## src/hw/ett_consts.svh

```systemverilog
// constants of the eight-bit timer counter unit
// assumes a 32-bit classic wishbone bus, byte addresses
`ifndef ETT_CONSTS_SVH
`define ETT_CONSTS_SVH
// register byte offsets
`define ETT_OFS_CNT 8'h00
`define ETT_OFS_CMPA 8'h04
`define ETT_OFS_CMPB 8'h08
`define ETT_OFS_CTLA 8'h0c
`define ETT_OFS_CTLB 8'h10
`define ETT_OFS_FLG 8'h14
`define ETT_OFS_MSK 8'h18
`define ETT_OFS_ASY 8'h1c
`define ETT_OFS_PWR 8'h20
// field positions
`define ETT_WM2_BIT 3
`define ETT_FLG_OVF 0
`define ETT_FLG_CA 1
`define ETT_FLG_CB 2
// reset values
`define ETT_RST_PWR 1'b1
`define ETT_RST_BYTE 8'h00
// count range ends
`define ETT_MAX 8'hff
`define ETT_BOTTOM 8'h00
// wave modes
`define ETT_WM_NORMAL 3'h0
`define ETT_WM_PCMAX 3'h1
`define ETT_WM_CTC 3'h2
`define ETT_WM_FASTMAX 3'h3
`define ETT_WM_PCA 3'h5
`define ETT_WM_FASTA 3'h7
// prescaler masks per clock select
`define ETT_PM_1 10'h000
`define ETT_PM_8 10'h007
`define ETT_PM_32 10'h01f
`define ETT_PM_64 10'h03f
`define ETT_PM_128 10'h07f
`define ETT_PM_256 10'h0ff
`define ETT_PM_1024 10'h3ff
`endif

```

## src/hw/ett_pkg.sv

```systemverilog
// types of the eight-bit timer counter unit
// assumes ett_consts.svh for all numbers
package ett_pkg;
   typedef logic [2:0] ett_flag_t;

   typedef struct packed {
      logic [2:0] sh;
      logic q;
   } ett_sync_s;

   typedef struct packed {
      logic [9:0] cnt;
      logic tick;
   } ett_pre_s;

   typedef struct packed {
      logic [7:0] cnt;
      logic [7:0] cmp_a;
      logic [7:0] cmp_b;
      logic [2:0] wave;
      logic [2:0] cs;
      logic asy;
      logic pwr;
      ett_flag_t flg;
      ett_flag_t msk;
      logic down;
      logic block;
      logic xprev;
      logic ack;
      logic [7:0] dat;
      logic irq;
      logic match_a;
      logic match_b;
      logic top;
      logic bottom;
      logic xout;
   } ett_state_s;
endpackage

```

## src/hw/ett_sync3.sv

```systemverilog
// three-stage synchroniser for a pin level
// assumes the pin is asynchronous to clk_i
`timescale 1ns/1ps
module ett_sync3 import ett_pkg::*; (
   // clock and reset
   input wire logic clk_i,
   input wire logic rst_i,
   // pin and synced level
   input wire logic pin_i,
   output logic lvl_o
);
   ett_sync_s s_ff;
   ett_sync_s nxt_s;

   always_comb begin
      nxt_s = s_ff;
      nxt_s.sh = {s_ff.sh[1:0], pin_i};
      // output follows stage three only when stages two and three agree
      if (s_ff.sh[1] == s_ff.sh[2]) begin
         nxt_s.q = s_ff.sh[2];
      end
   end

   always_ff @(posedge clk_i) begin
      if (rst_i) begin
         s_ff <= '0;
      end else begin
         s_ff <= nxt_s;
      end
   end

   assign lvl_o = s_ff.q;
endmodule

```

## src/hw/ett_presc.sv

```systemverilog
// ten-bit prescaler giving the timer tick
// assumes src_i is a one-cycle source pulse on clk_i
`timescale 1ns/1ps
`include "ett_consts.svh"
module ett_presc import ett_pkg::*; (
   // clock and reset
   input wire logic clk_i,
   input wire logic rst_i,
   // source and select
   input wire logic src_i,
   input wire logic [2:0] cs_i,
   // tick out
   output logic tick_o
);
   ett_pre_s p_ff;
   ett_pre_s nxt_p;
   logic [9:0] msk;

   always_comb begin
      unique case (cs_i)
         3'h2: msk = `ETT_PM_8;
         3'h3: msk = `ETT_PM_32;
         3'h4: msk = `ETT_PM_64;
         3'h5: msk = `ETT_PM_128;
         3'h6: msk = `ETT_PM_256;
         3'h7: msk = `ETT_PM_1024;
         default: msk = `ETT_PM_1;
      endcase
   end

   always_comb begin
      nxt_p = p_ff;
      nxt_p.tick = 1'b0;
      if (cs_i == 3'h0) begin
         nxt_p.cnt = 10'h000;
      end else if (src_i) begin
         nxt_p.cnt = p_ff.cnt + 10'h001;
         nxt_p.tick = (p_ff.cnt & msk) == msk;
      end
   end

   always_ff @(posedge clk_i) begin
      if (rst_i) begin
         p_ff <= '0;
      end else begin
         p_ff <= nxt_p;
      end
   end

   assign tick_o = p_ff.tick;
endmodule

```

## src/hw/ett_timer.sv

```systemverilog
// eight-bit timer counter with two compare registers
// assumes a classic wishbone master on clk_i, crystal pin asynchronous
`timescale 1ns/1ps
`include "ett_consts.svh"
// Overview of operation
// - counter and compares are eight bits
// - flags per request, each gated by mask
// - clock select zero holds counter idle
// - io clock default, crystal when selected
// - power-off bit set keeps timer disabled
// - zero is bottom, bottom signal asserted
// - all ones is the maximum value
// - top is max or compare a
// - each tick clears, increments or decrements
// - counter readable, writable while stopped
// - cpu counter write beats count
// - three-bit wave mode across two registers
// - compares checked, set flags, match out
// - overflow flag per mode, raises interrupt
// - mode zero counts up, overflows at wrap
// - mode two clears on compare a
// - flags cleared by service or write-one
// - counter write blocks next tick's match
module ett_timer import ett_pkg::*; (
   // clock and reset
   input wire logic clk_i,
   input wire logic rst_i,
   // wishbone slave
   input wire logic cyc_i,
   input wire logic stb_i,
   input wire logic we_i,
   input wire logic [7:0] adr_i,
   input wire logic [3:0] sel_i,
   input wire logic [31:0] dat_i,
   output logic ack_o,
   output logic [31:0] dat_o,
   // interrupt service acknowledge and request
   input wire logic [2:0] svc_i,
   output logic irq_o,
   // crystal pins
   input wire logic crystal_pin_in_i,
   output logic crystal_pin_out_o,
   // waveform generator side
   output logic match_a_o,
   output logic match_b_o,
   output logic top_o,
   output logic bottom_o
);
   ett_state_s s_ff;
   ett_state_s nxt_s;
   logic xlvl;
   logic src;
   logic ptick;
   logic tick;
   logic acc;
   logic wr;
   logic wr_cnt;
   logic [7:0] top;
   logic hit_a;
   logic hit_b;
   ett_flag_t set_v;
   ett_flag_t clr_v;
   logic [7:0] wd;

   // crystal level crosses via three flops
   ett_sync3 u_sync (
      .clk_i(clk_i),
      .rst_i(rst_i),
      .pin_i(crystal_pin_in_i),
      .lvl_o(xlvl)
   );

   // source is io clock unless crystal selected
   assign src = s_ff.asy ? (xlvl & ~s_ff.xprev) : 1'b1;

   ett_presc u_presc (
      .clk_i(clk_i),
      .rst_i(rst_i),
      .src_i(src),
      .cs_i(s_ff.cs),
      .tick_o(ptick)
   );

   // no tick when stopped or powered off
   assign tick = ptick & ~s_ff.pwr & (s_ff.cs != 3'h0);
   assign acc = cyc_i & stb_i & ~s_ff.ack;
   // write commits on the edge that sees ack
   assign wr = cyc_i & stb_i & s_ff.ack & we_i & sel_i[0];
   assign wr_cnt = wr & (adr_i == `ETT_OFS_CNT);
   assign wd = dat_i[7:0];
   // top is max or compare a
   assign top = (s_ff.wave == `ETT_WM_CTC || s_ff.wave == `ETT_WM_PCA ||
                 s_ff.wave == `ETT_WM_FASTA) ? s_ff.cmp_a : `ETT_MAX;
   // compare taken on each tick, blocked after a counter write
   assign hit_a = (s_ff.cnt == s_ff.cmp_a) & ~s_ff.block;
   assign hit_b = (s_ff.cnt == s_ff.cmp_b) & ~s_ff.block;

   always_comb begin
      nxt_s = s_ff;
      set_v = 3'h0;
      clr_v = svc_i;
      nxt_s.xprev = xlvl;
      nxt_s.xout = ~xlvl;
      nxt_s.ack = acc;
      nxt_s.match_a = 1'b0;
      nxt_s.match_b = 1'b0;
      if (tick) begin
         nxt_s.block = 1'b0;
         nxt_s.match_a = hit_a;
         nxt_s.match_b = hit_b;
         set_v[`ETT_FLG_CA] = hit_a;
         set_v[`ETT_FLG_CB] = hit_b;
         unique case (s_ff.wave)
            `ETT_WM_CTC: begin
               if (s_ff.cnt == top) begin
                  nxt_s.cnt = `ETT_BOTTOM;
               end else begin
                  nxt_s.cnt = s_ff.cnt + 8'h01;
               end
               // overflow only on wrap past max
               set_v[`ETT_FLG_OVF] = (s_ff.cnt == `ETT_MAX);
            end
            `ETT_WM_FASTMAX, `ETT_WM_FASTA: begin
               // overflow at top in fast modes
               if (s_ff.cnt == top) begin
                  nxt_s.cnt = `ETT_BOTTOM;
                  set_v[`ETT_FLG_OVF] = 1'b1;
               end else begin
                  nxt_s.cnt = s_ff.cnt + 8'h01;
               end
            end
            `ETT_WM_PCMAX, `ETT_WM_PCA: begin
               // overflow at bottom in dual slope
               if (!s_ff.down && s_ff.cnt == top) begin
                  nxt_s.down = 1'b1;
                  nxt_s.cnt = s_ff.cnt - 8'h01;
               end else if (s_ff.down && s_ff.cnt == `ETT_BOTTOM) begin
                  nxt_s.down = 1'b0;
                  nxt_s.cnt = s_ff.cnt + 8'h01;
                  set_v[`ETT_FLG_OVF] = 1'b1;
               end else if (s_ff.down) begin
                  nxt_s.cnt = s_ff.cnt - 8'h01;
               end else begin
                  nxt_s.cnt = s_ff.cnt + 8'h01;
               end
            end
            default: begin
               nxt_s.cnt = s_ff.cnt + 8'h01;
               nxt_s.down = 1'b0;
               set_v[`ETT_FLG_OVF] = (s_ff.cnt == `ETT_MAX);
            end
         endcase
      end
      if (wr) begin
         unique case (adr_i)
            `ETT_OFS_CNT: begin
               nxt_s.cnt = wd;
               nxt_s.block = 1'b1;
            end
            `ETT_OFS_CMPA: nxt_s.cmp_a = wd;
            `ETT_OFS_CMPB: nxt_s.cmp_b = wd;
            `ETT_OFS_CTLA: nxt_s.wave[1:0] = wd[1:0];
            `ETT_OFS_CTLB: begin
               nxt_s.wave[2] = wd[`ETT_WM2_BIT];
               nxt_s.cs = wd[2:0];
            end
            `ETT_OFS_FLG: clr_v = clr_v | wd[2:0];
            `ETT_OFS_MSK: nxt_s.msk = wd[2:0];
            `ETT_OFS_ASY: nxt_s.asy = wd[0];
            `ETT_OFS_PWR: nxt_s.pwr = wd[0];
            default: begin
            end
         endcase
      end
      // service or write-one clears, a set wins
      nxt_s.flg = (s_ff.flg & ~clr_v) | set_v;
      nxt_s.irq = |(nxt_s.flg & nxt_s.msk);
      // range ends seen by waveform side
      nxt_s.bottom = (nxt_s.cnt == `ETT_BOTTOM);
      nxt_s.top = (nxt_s.cnt == top);
      if (acc) begin
         unique case (adr_i)
            `ETT_OFS_CNT: nxt_s.dat = s_ff.cnt;
            `ETT_OFS_CMPA: nxt_s.dat = s_ff.cmp_a;
            `ETT_OFS_CMPB: nxt_s.dat = s_ff.cmp_b;
            `ETT_OFS_CTLA: nxt_s.dat = {6'h00, s_ff.wave[1:0]};
            `ETT_OFS_CTLB: nxt_s.dat = {4'h0, s_ff.wave[2], s_ff.cs};
            `ETT_OFS_FLG: nxt_s.dat = {5'h00, s_ff.flg};
            `ETT_OFS_MSK: nxt_s.dat = {5'h00, s_ff.msk};
            `ETT_OFS_ASY: nxt_s.dat = {7'h00, s_ff.asy};
            `ETT_OFS_PWR: nxt_s.dat = {7'h00, s_ff.pwr};
            default: nxt_s.dat = 8'h00;
         endcase
      end
   end

   always_ff @(posedge clk_i) begin
      if (rst_i) begin
         s_ff <= '0;
         s_ff.pwr <= `ETT_RST_PWR;
         s_ff.bottom <= 1'b1;
      end else begin
         s_ff <= nxt_s;
      end
   end

   assign ack_o = s_ff.ack;
   assign dat_o = {24'h000000, s_ff.dat};
   assign irq_o = s_ff.irq;
   assign crystal_pin_out_o = s_ff.xout;
   assign match_a_o = s_ff.match_a;
   assign match_b_o = s_ff.match_b;
   assign top_o = s_ff.top;
   assign bottom_o = s_ff.bottom;
endmodule

```

## config.mk

```make
export PLATFORM = sky130hd
export DESIGN_NAME = ett_timer
export DESIGN_NICKNAME = d
export VERILOG_FILES = /design/src/hw/ett_pkg.sv /design/src/hw/ett_sync3.sv /design/src/hw/ett_presc.sv /design/src/hw/ett_timer.sv
export VERILOG_INCLUDE_DIRS = /design/src /design/src/hw
export SDC_FILE = /design/constraint.sdc
export NUM_CORES = 1
export LEC_CHECK = 0
export BUFFER_PORTS_ARGS = -buffer_cell sky130_fd_sc_hd__clkbuf_2
export CAP_MARGIN = 5
export CELL_PAD_IN_SITES_DETAIL_PLACEMENT = 0
export CELL_PAD_IN_SITES_GLOBAL_PLACEMENT = 1
export CORE_MARGIN = 4
export CORE_UTILIZATION = 36
export CTS_CLUSTER_DIAMETER = 50
export DETAILED_ROUTE_END_ITERATION = 10
export MAX_ROUTING_LAYER = met4
export PLACE_DENSITY = 0.87
export SYNTH_ARGS = -nofsm -noshare
export SYNTH_HDL_FRONTEND = slang
export SYNTH_SLANG_ARGS = --single-unit
```

## constraint.sdc

```tcl
create_clock -name clk_i -period 2.8 [get_ports clk_i]
set_input_delay 0.14 -clock clk_i [delete_from_list [all_inputs] [get_ports clk_i]]
set_output_delay 0.14 -clock clk_i [all_outputs]
set_load 0.03 [all_outputs]
```

==> summary.md, run 1 <==
| Metric | Value |
|---|---|
| Status | `finished with violations` |
| Violated checks | `setup timing` |
| Hold Crit Depth | `2` |
| Final Cycle Share | `1.05` |
| CP arrival | `3.18 ns` |
| Final Max Slew Viols | `0` |
| Routability-driven placement congestion ratio | `1.00` |
| Via count | `4677` |
| DRT antenna net count | `0` |
| Die Wd | `119 µm` |
| First-pass GRT wire length | `23100 µm` |
| Post-synth EDFFs | `0` |
| Hold Startpoint | `crystal_pin_in_i` |
| Seq cells post-synth | `71` |
| Nets@finish | `760` |
| # rows | `40` |
| Worst Reg-to-Reg Cells | `12` |
| Slew @ Worst Pin | `0.760 ns` |
| FF-to-FF Start | `s_ff[29]` |
| Async S/R FF share, synth | `0` |
| Worst-path clk slew | `0.06 ns` |
| DR pass1 iterations | `7` |
| DP Area | `5390 µm²` |
| Design Area, Final | `5970 µm²` |
| Clk sinks | `71` |
| Fin crit period | `2.93 ns` |
| TritonCTS Buffers | `9` |
| Hold Buf Count CTS | `0` |
| Fmax | `341 MHz` |
| Core area | `12000 µm²` |
| Fin. Hold Viols | `0` |
| Root Driver | `clkbuf_16` |
| DRC violation total after the first TritonRoute iteration | `444` |
| CTS tree | `yes` |
| FF-to-FF setup slack | `-0.13 ns` |
| H-Tree Depth | `3` |
| Worst EP required | `3.05 ns` |
| Distinct cells, synth | `66` |
| Ports | `92` |
| MaxCap Viol Count | `0` |
| Synthesized netlist cell count | `586` |
| Routed WL per cell | `16.7 µm` |
| Crit Path Class | `reg2reg` |
| Hold EP | `u_sync.nxt_s[2]` |
| Share of cells above drive strength 1 | `0.312` |
| Mapped Area | `4430 µm²` |
| Post-synthesis sequential area ratio | `0.321` |
| CTS max path bufs | `2` |
| Post-synth top area cell | `dfxtp_1` |
| Die Ht | `119 µm` |
| Fin worst setup slack | `-0.130 ns` |
| Reg2reg end | `top_o` |
| Total power | `2.45 mW` |
| Layout area overhead | `34.6%` |
| Max FO, Critical Path | `6` |
| Worst min path class | `in2reg` |
| Ant diodes | `0` |
| Routed wire length | `14300 µm` |
| Worst Setup Start Kind | `flip-flop` |
| Initial antenna violation count | `0` |
| Maximum vdd drop | `381 µV` |
| Drc violations | `0` |
| Vias per cell | `5.47` |
| Synth Area per Inst | `7.57 µm²` |
| Post-route clock skew | `0.00654 ns` |
| Ys Warns | `0` |
| Vias in the first global route | `4556` |
| GR Util All Layers | `0.205` |
| Top_reg_cell synth | `dfxtp_1` |
| Clk Latency, worst-skew pair | `0.33 ns` |
| Starting Density | `0.369` |
| Lkg Pwr | `2.39 nW` |
| Die area | `14200 µm²` |
| Global route total overflow | `0` |
| Relative slew slack | `0.494` |
| Fin Setup TNS | `-0.210 ns` |
| Crit path from | `s_ff[29]` |
| Area share of the largest cell type after synthesis | `0.321` |
| Synth area leaders | `dfxtp_1 32%, nand2_1 5.8%, nor2_1 5.6%` |
| Number of port buffers | `40` |
| Pwr dens | `410 nW/µm²` |
| Dpl hpwl | `10600 µm` |
| # setup viols final | `2` |
| Worst Setup End Kind | `flip-flop` |
| RSZ-0062 raised after global routing | `true` |
| Largest net degree at the start of global routing | `35` |
## cells by family (layout without fill, tap and decap cells)
group | Yosys count | count (layout) | synth area share
AO/OA/AOI/OAI | 133 | 133 | 0.205
XOR/XNOR | 33 | 33 | 0.0652
flip-flops | 71 | 71 | 0.321
adder cells (fa/ha/maj) | 4 | 4 | 0.0113
other | 1 | 24 | 0.000846
buffers and inverters | 78 | 177 | 0.0954
multiplexers | 11 | 11 | 0.0274
AND/OR/NAND/NOR | 255 | 255 | 0.275
## Yosys cell counts, types with 3 or more instances
cell and instances:
a21o_1 4, a21oi_1 44, a222oi_1 6, a22oi_1 12
a31oi_1 7, and3_1 6, buf_2 8, buf_4 32
clkbuf_1 29, dfxtp_1 71, ha_1 4, inv_1 8
mux2i_1 7, nand2_1 68, nand2b_1 9, nand3_1 44
nand4_1 5, nor2_1 66, nor2b_1 9, nor3_1 19
nor4_1 10, o211ai_1 3, o21ai_0 17, o22ai_1 4
o31ai_1 5, or3_1 3, or4_1 3, xnor2_1 22
xor2_1 11
## sequential cells by signal (all words and copies together) (netlist names), 2 cells and up
name,count
u_sync.nxt_s,2
dat_o,8
s_ff,41
u_presc.p_ff,10
## layout by cell type (no fill, tap or decap), types with 11 or more instances in the layout
master and instances:
nand3_1 44, nor2_1 64, xor2_1 11, o21ai_0 15, conb_1 24, nor3_1 18
buf_4 109, dfxtp_1 62, a22oi_1 11, nand2_1 67, a21oi_1 41, clkbuf_2 40
xnor2_1 22
## stage by stage
stage | hold WS [ns] | worst slack, ns | std cells | util
6_report | 0.0205 | -0.130 | 855 | 0.497
5_1_grt | 0.0478 | -0.248 | 855 | 0.497
4_1_cts | 0.0192 | -0.166 | 853 | 0.484
3_5_place_dp | 0.374 | -0.323 | 833 | 0.449
3_3_place_gp | 0.364 | -0.243 | 833 | 0.449
2_1_floorplan | 0.268 | -0.0706 | 609 | -
## worst max path at each step
| stage | to | slack, ns |
|---|---|---|
| final | top_o | -0.13 |
| after global routing | bottom_o | -0.25 |
| after CTS | top_o | -0.17 |
| after detailed placement | top_o | -0.32 |
| after global placement | top_o | -0.24 |
| after floorplan | top_o | -0.07 |
## power by group
part	leakage, nW	total (mW)	internal, mW	switching [mW]
combinational	1.66	0.202	0.0693	0.133
sequential	0.578	1.02	1.02	0.00460
clock	0.154	1.22	0.782	0.441
total	2.39	2.45	1.87	0.578
## layer usage
layer  share of wire  wire length (µm)  GRT usage
met3           0.062               882     0.0399
met1            0.43              6130      0.251
met2            0.49              6970      0.342
met5               0                 0          -
met4           0.019               275     0.0630
## layout make-up
cell class	instances	area, µm²
clock buffer	11	233
clock inverter	5	82.6
fill	1157	6040
inverter	8	30.0
multi-input combinational	460	2920
sequential	71	1430
tap	147	184
timing repair buffer	153	1080
## worst max-delay path, stage by stage (launching register included)
cell and delay [ns]:
dfxtp_2 0.33, or4b_1 0.51, o211a_1 0.17, o22ai_4 0.27
buf_6 0.14, o21bai_4 0.08, and2_4 0.19, buf_12 0.13
o31ai_4 0.26, xnor2_1 0.11, a311oi_2 0.25, o22ai_2 0.14
nor4b_4 0.27
## timing repair
item,in CTS,in global routing
setup endpoints to repair,2,4
pin swaps,14,17
buffers inserted,4,3
resized for setup,17,29
No activity file was read; power rests on OpenSTA's default activity.
==> run 2: changes to the inputs <==
Settings changed: CORE_UTILIZATION 36 to 43, HOLD_SLACK_MARGIN set to 0.15, PLACE_DENSITY 0.87 to 0.95.
Clock period 2.8 ns to 3.45 ns, I/O delays scaled along.
==> run 2 against run 1 <==
Effect of this change: the flow now finishes without violations; flip-flop and latch count stayed put; global-route usage is 1.2 points higher; register-to-register slack improved by 0.35 ns; combinational power shrank 28%; total power is 33% lower; maximum frequency is 9.2% lower; final cell count fell by 10%; via count down 6.6%; clock skew rose by 0.0035 ns; sequential power decreased by 19%.
==> summary.md, run 2 (synthesized netlist as in run 1, its figures left out) <==
| Metric | Value |
|---|---|
| Via count | `4370` |
| Final Max Slew Viols | `0` |
| Hold EP | `s_ff[15]` |
| Slew @ Worst Pin | `0.779 ns` |
| CTS max path bufs | `2` |
| DR pass1 iterations | `5` |
| Worst min path class | `in2reg` |
| CP arrival | `3.51 ns` |
| # fillers | `993` |
| CTS tree | `yes` |
| Fin crit period | `3.23 ns` |
| # setup viols final | `0` |
| H-Tree Depth | `3` |
| First-pass GRT wire length | `20000 µm` |
| Fin. Hold Viols | `0` |
| Die Wd | `110 µm` |
| Ports | `92` |
| FF-to-FF Start | `s_ff[29]` |
| Design Area, Final | `5040 µm²` |
| DRC violation total after the first TritonRoute iteration | `416` |
| Fin Hold WS | `0.157 ns` |
| Starting Density | `0.447` |
| Worst Setup Start Kind | `flip-flop` |
| TritonCTS Buffers | `9` |
| Max reg flops | `41` |
| Post-route clock skew | `0.0100 ns` |
| Post-CTS Setup Inserts | `0` |
| Max FO, Critical Path | `10` |
| Worst-path clk slew | `0.08 ns` |
| Register Area | `1420 µm²` |
| Commonest cells after routing, fill and taps aside | `71 x dfxtp_1, 68 x nand2_1, 65 x nor2_1` |
| Drc violations | `0` |
| Worst EP required | `3.74 ns` |
| Die Ht | `110 µm` |
| Nets@finish | `688` |
| Largest net degree at the start of global routing | `52` |
| Maximum vdd drop | `309 µV` |
| Pwr dens | `326 nW/µm²` |
| Hold Crit Depth | `2` |
| Number of port buffers | `40` |
| Die area | `12000 µm²` |
| Vias in the first global route | `4071` |
| Clk Latency, worst-skew pair | `0.36 ns` |
| MaxCap Viol Count | `0` |
| FF-to-FF setup slack | `0.22 ns` |
| Fin Setup TNS | `0 ns` |
| Hold Startpoint | `rst_i` |
| Global route total overflow | `0` |
| Relative slew slack | `0.476` |
| Fmax | `310 MHz` |
| DRT antenna net count | `0` |
| Commonest non-fill, non-tap cell in the layout | `dfxtp_1` |
| Layout area overhead | `13.6%` |
| Top reg by flops | `s_ff` |
| # rows | `36` |
| Lkg Pwr | `1.91 nW` |
| Final Cycle Share | `0.935` |
| GR Util All Layers | `0.217` |
| Routed WL per cell | `16.1 µm` |
| Crit Path Class | `reg2reg` |
| Routability-driven placement congestion ratio | `0.908` |
| RSZ-0062 raised after global routing | `false` |
| Root Driver | `clkbuf_8` |
| Vias per cell | `5.68` |
| Initial antenna violation count | `0` |
| Share of cells above drive strength 1 | `0.175` |
| Worst Reg-to-Reg Cells | `10` |
| Core area | `9910 µm²` |
| Clk sinks | `71` |
| Dpl hpwl | `9260 µm` |
| DP Area | `4770 µm²` |
| Final core utilization | `0.508` |
| Ant diodes | `0` |
| Routed wire length | `12400 µm` |
| Status | `completed` |
| Total power | `1.64 mW` |
| Worst Setup End Kind | `flip-flop` |
| Multi-input logic area | `2700 µm²` |
| Reg2reg end | `top_o` |
==> run 2: repair_timing <==
action / 4_1_cts / 5_1_grt
endpoints found under the setup margin: 0 / 1
hold buffers: 6 / 0
hold endpoints to repair: 12 / 0
resized for setup: 0 / 3
==> run 2: worst max-delay path by stage <==
stage / from / endpoint / slack [ns]
final: s_ff[29] / top_o / 0.22
after CTS: s_ff[29] / top_o / 0.14
after global placement: s_ff[29] / top_o / 0.24
after floorplan: s_ff[29] / top_o / 0.46
after global routing: s_ff[51] / top_o / 0.02
after detailed placement: s_ff[29] / top_o / 0.15
==> run 2: metal layers <==
metal	track usage	routed length, µm
met2	0.348	5910
met3	0.0411	830
met5	-	0
met1	0.286	5490
met4	0.0436	155
==> run 2: report_power, final <==
part	switching, mW	internal [mW]	total [mW]
Clock	0.338	0.334	0.672
Sequential	0.00370	0.823	0.827
Combinational	0.102	0.0439	0.145
==> run 2: layout make-up <==
class / instances / share of cell area
multi-input combinational: 460 / 0.536
sequential: 71 / 0.282
timing repair buffer: 81 / 0.104
tap: 133 / 0.0330
clock buffer: 9 / 0.0246
clock inverter: 7 / 0.0144
inverter: 8 / 0.00596
==> run 2: metrics by stage <==
stage                     setup WS [ns]  instances
after floorplan                   0.457        609
after global placement            0.241        747
after detailed placement          0.154        747
after CTS                         0.140        769
after global routing             0.0224        769
final                             0.224        769
==> run 2: critical path, stage by stage, from the launching register on <==
cell	delay [ns]
dfxtp_1	0.40
or3b_1	0.45
a211oi_1	0.34
o22ai_2	0.18
o31ai_1	0.33
mux2i_1	0.26
mux2i_1	0.11
o32ai_2	0.30
nor4b_1	0.33
o22ai_1	0.17
nor4b_4	0.28
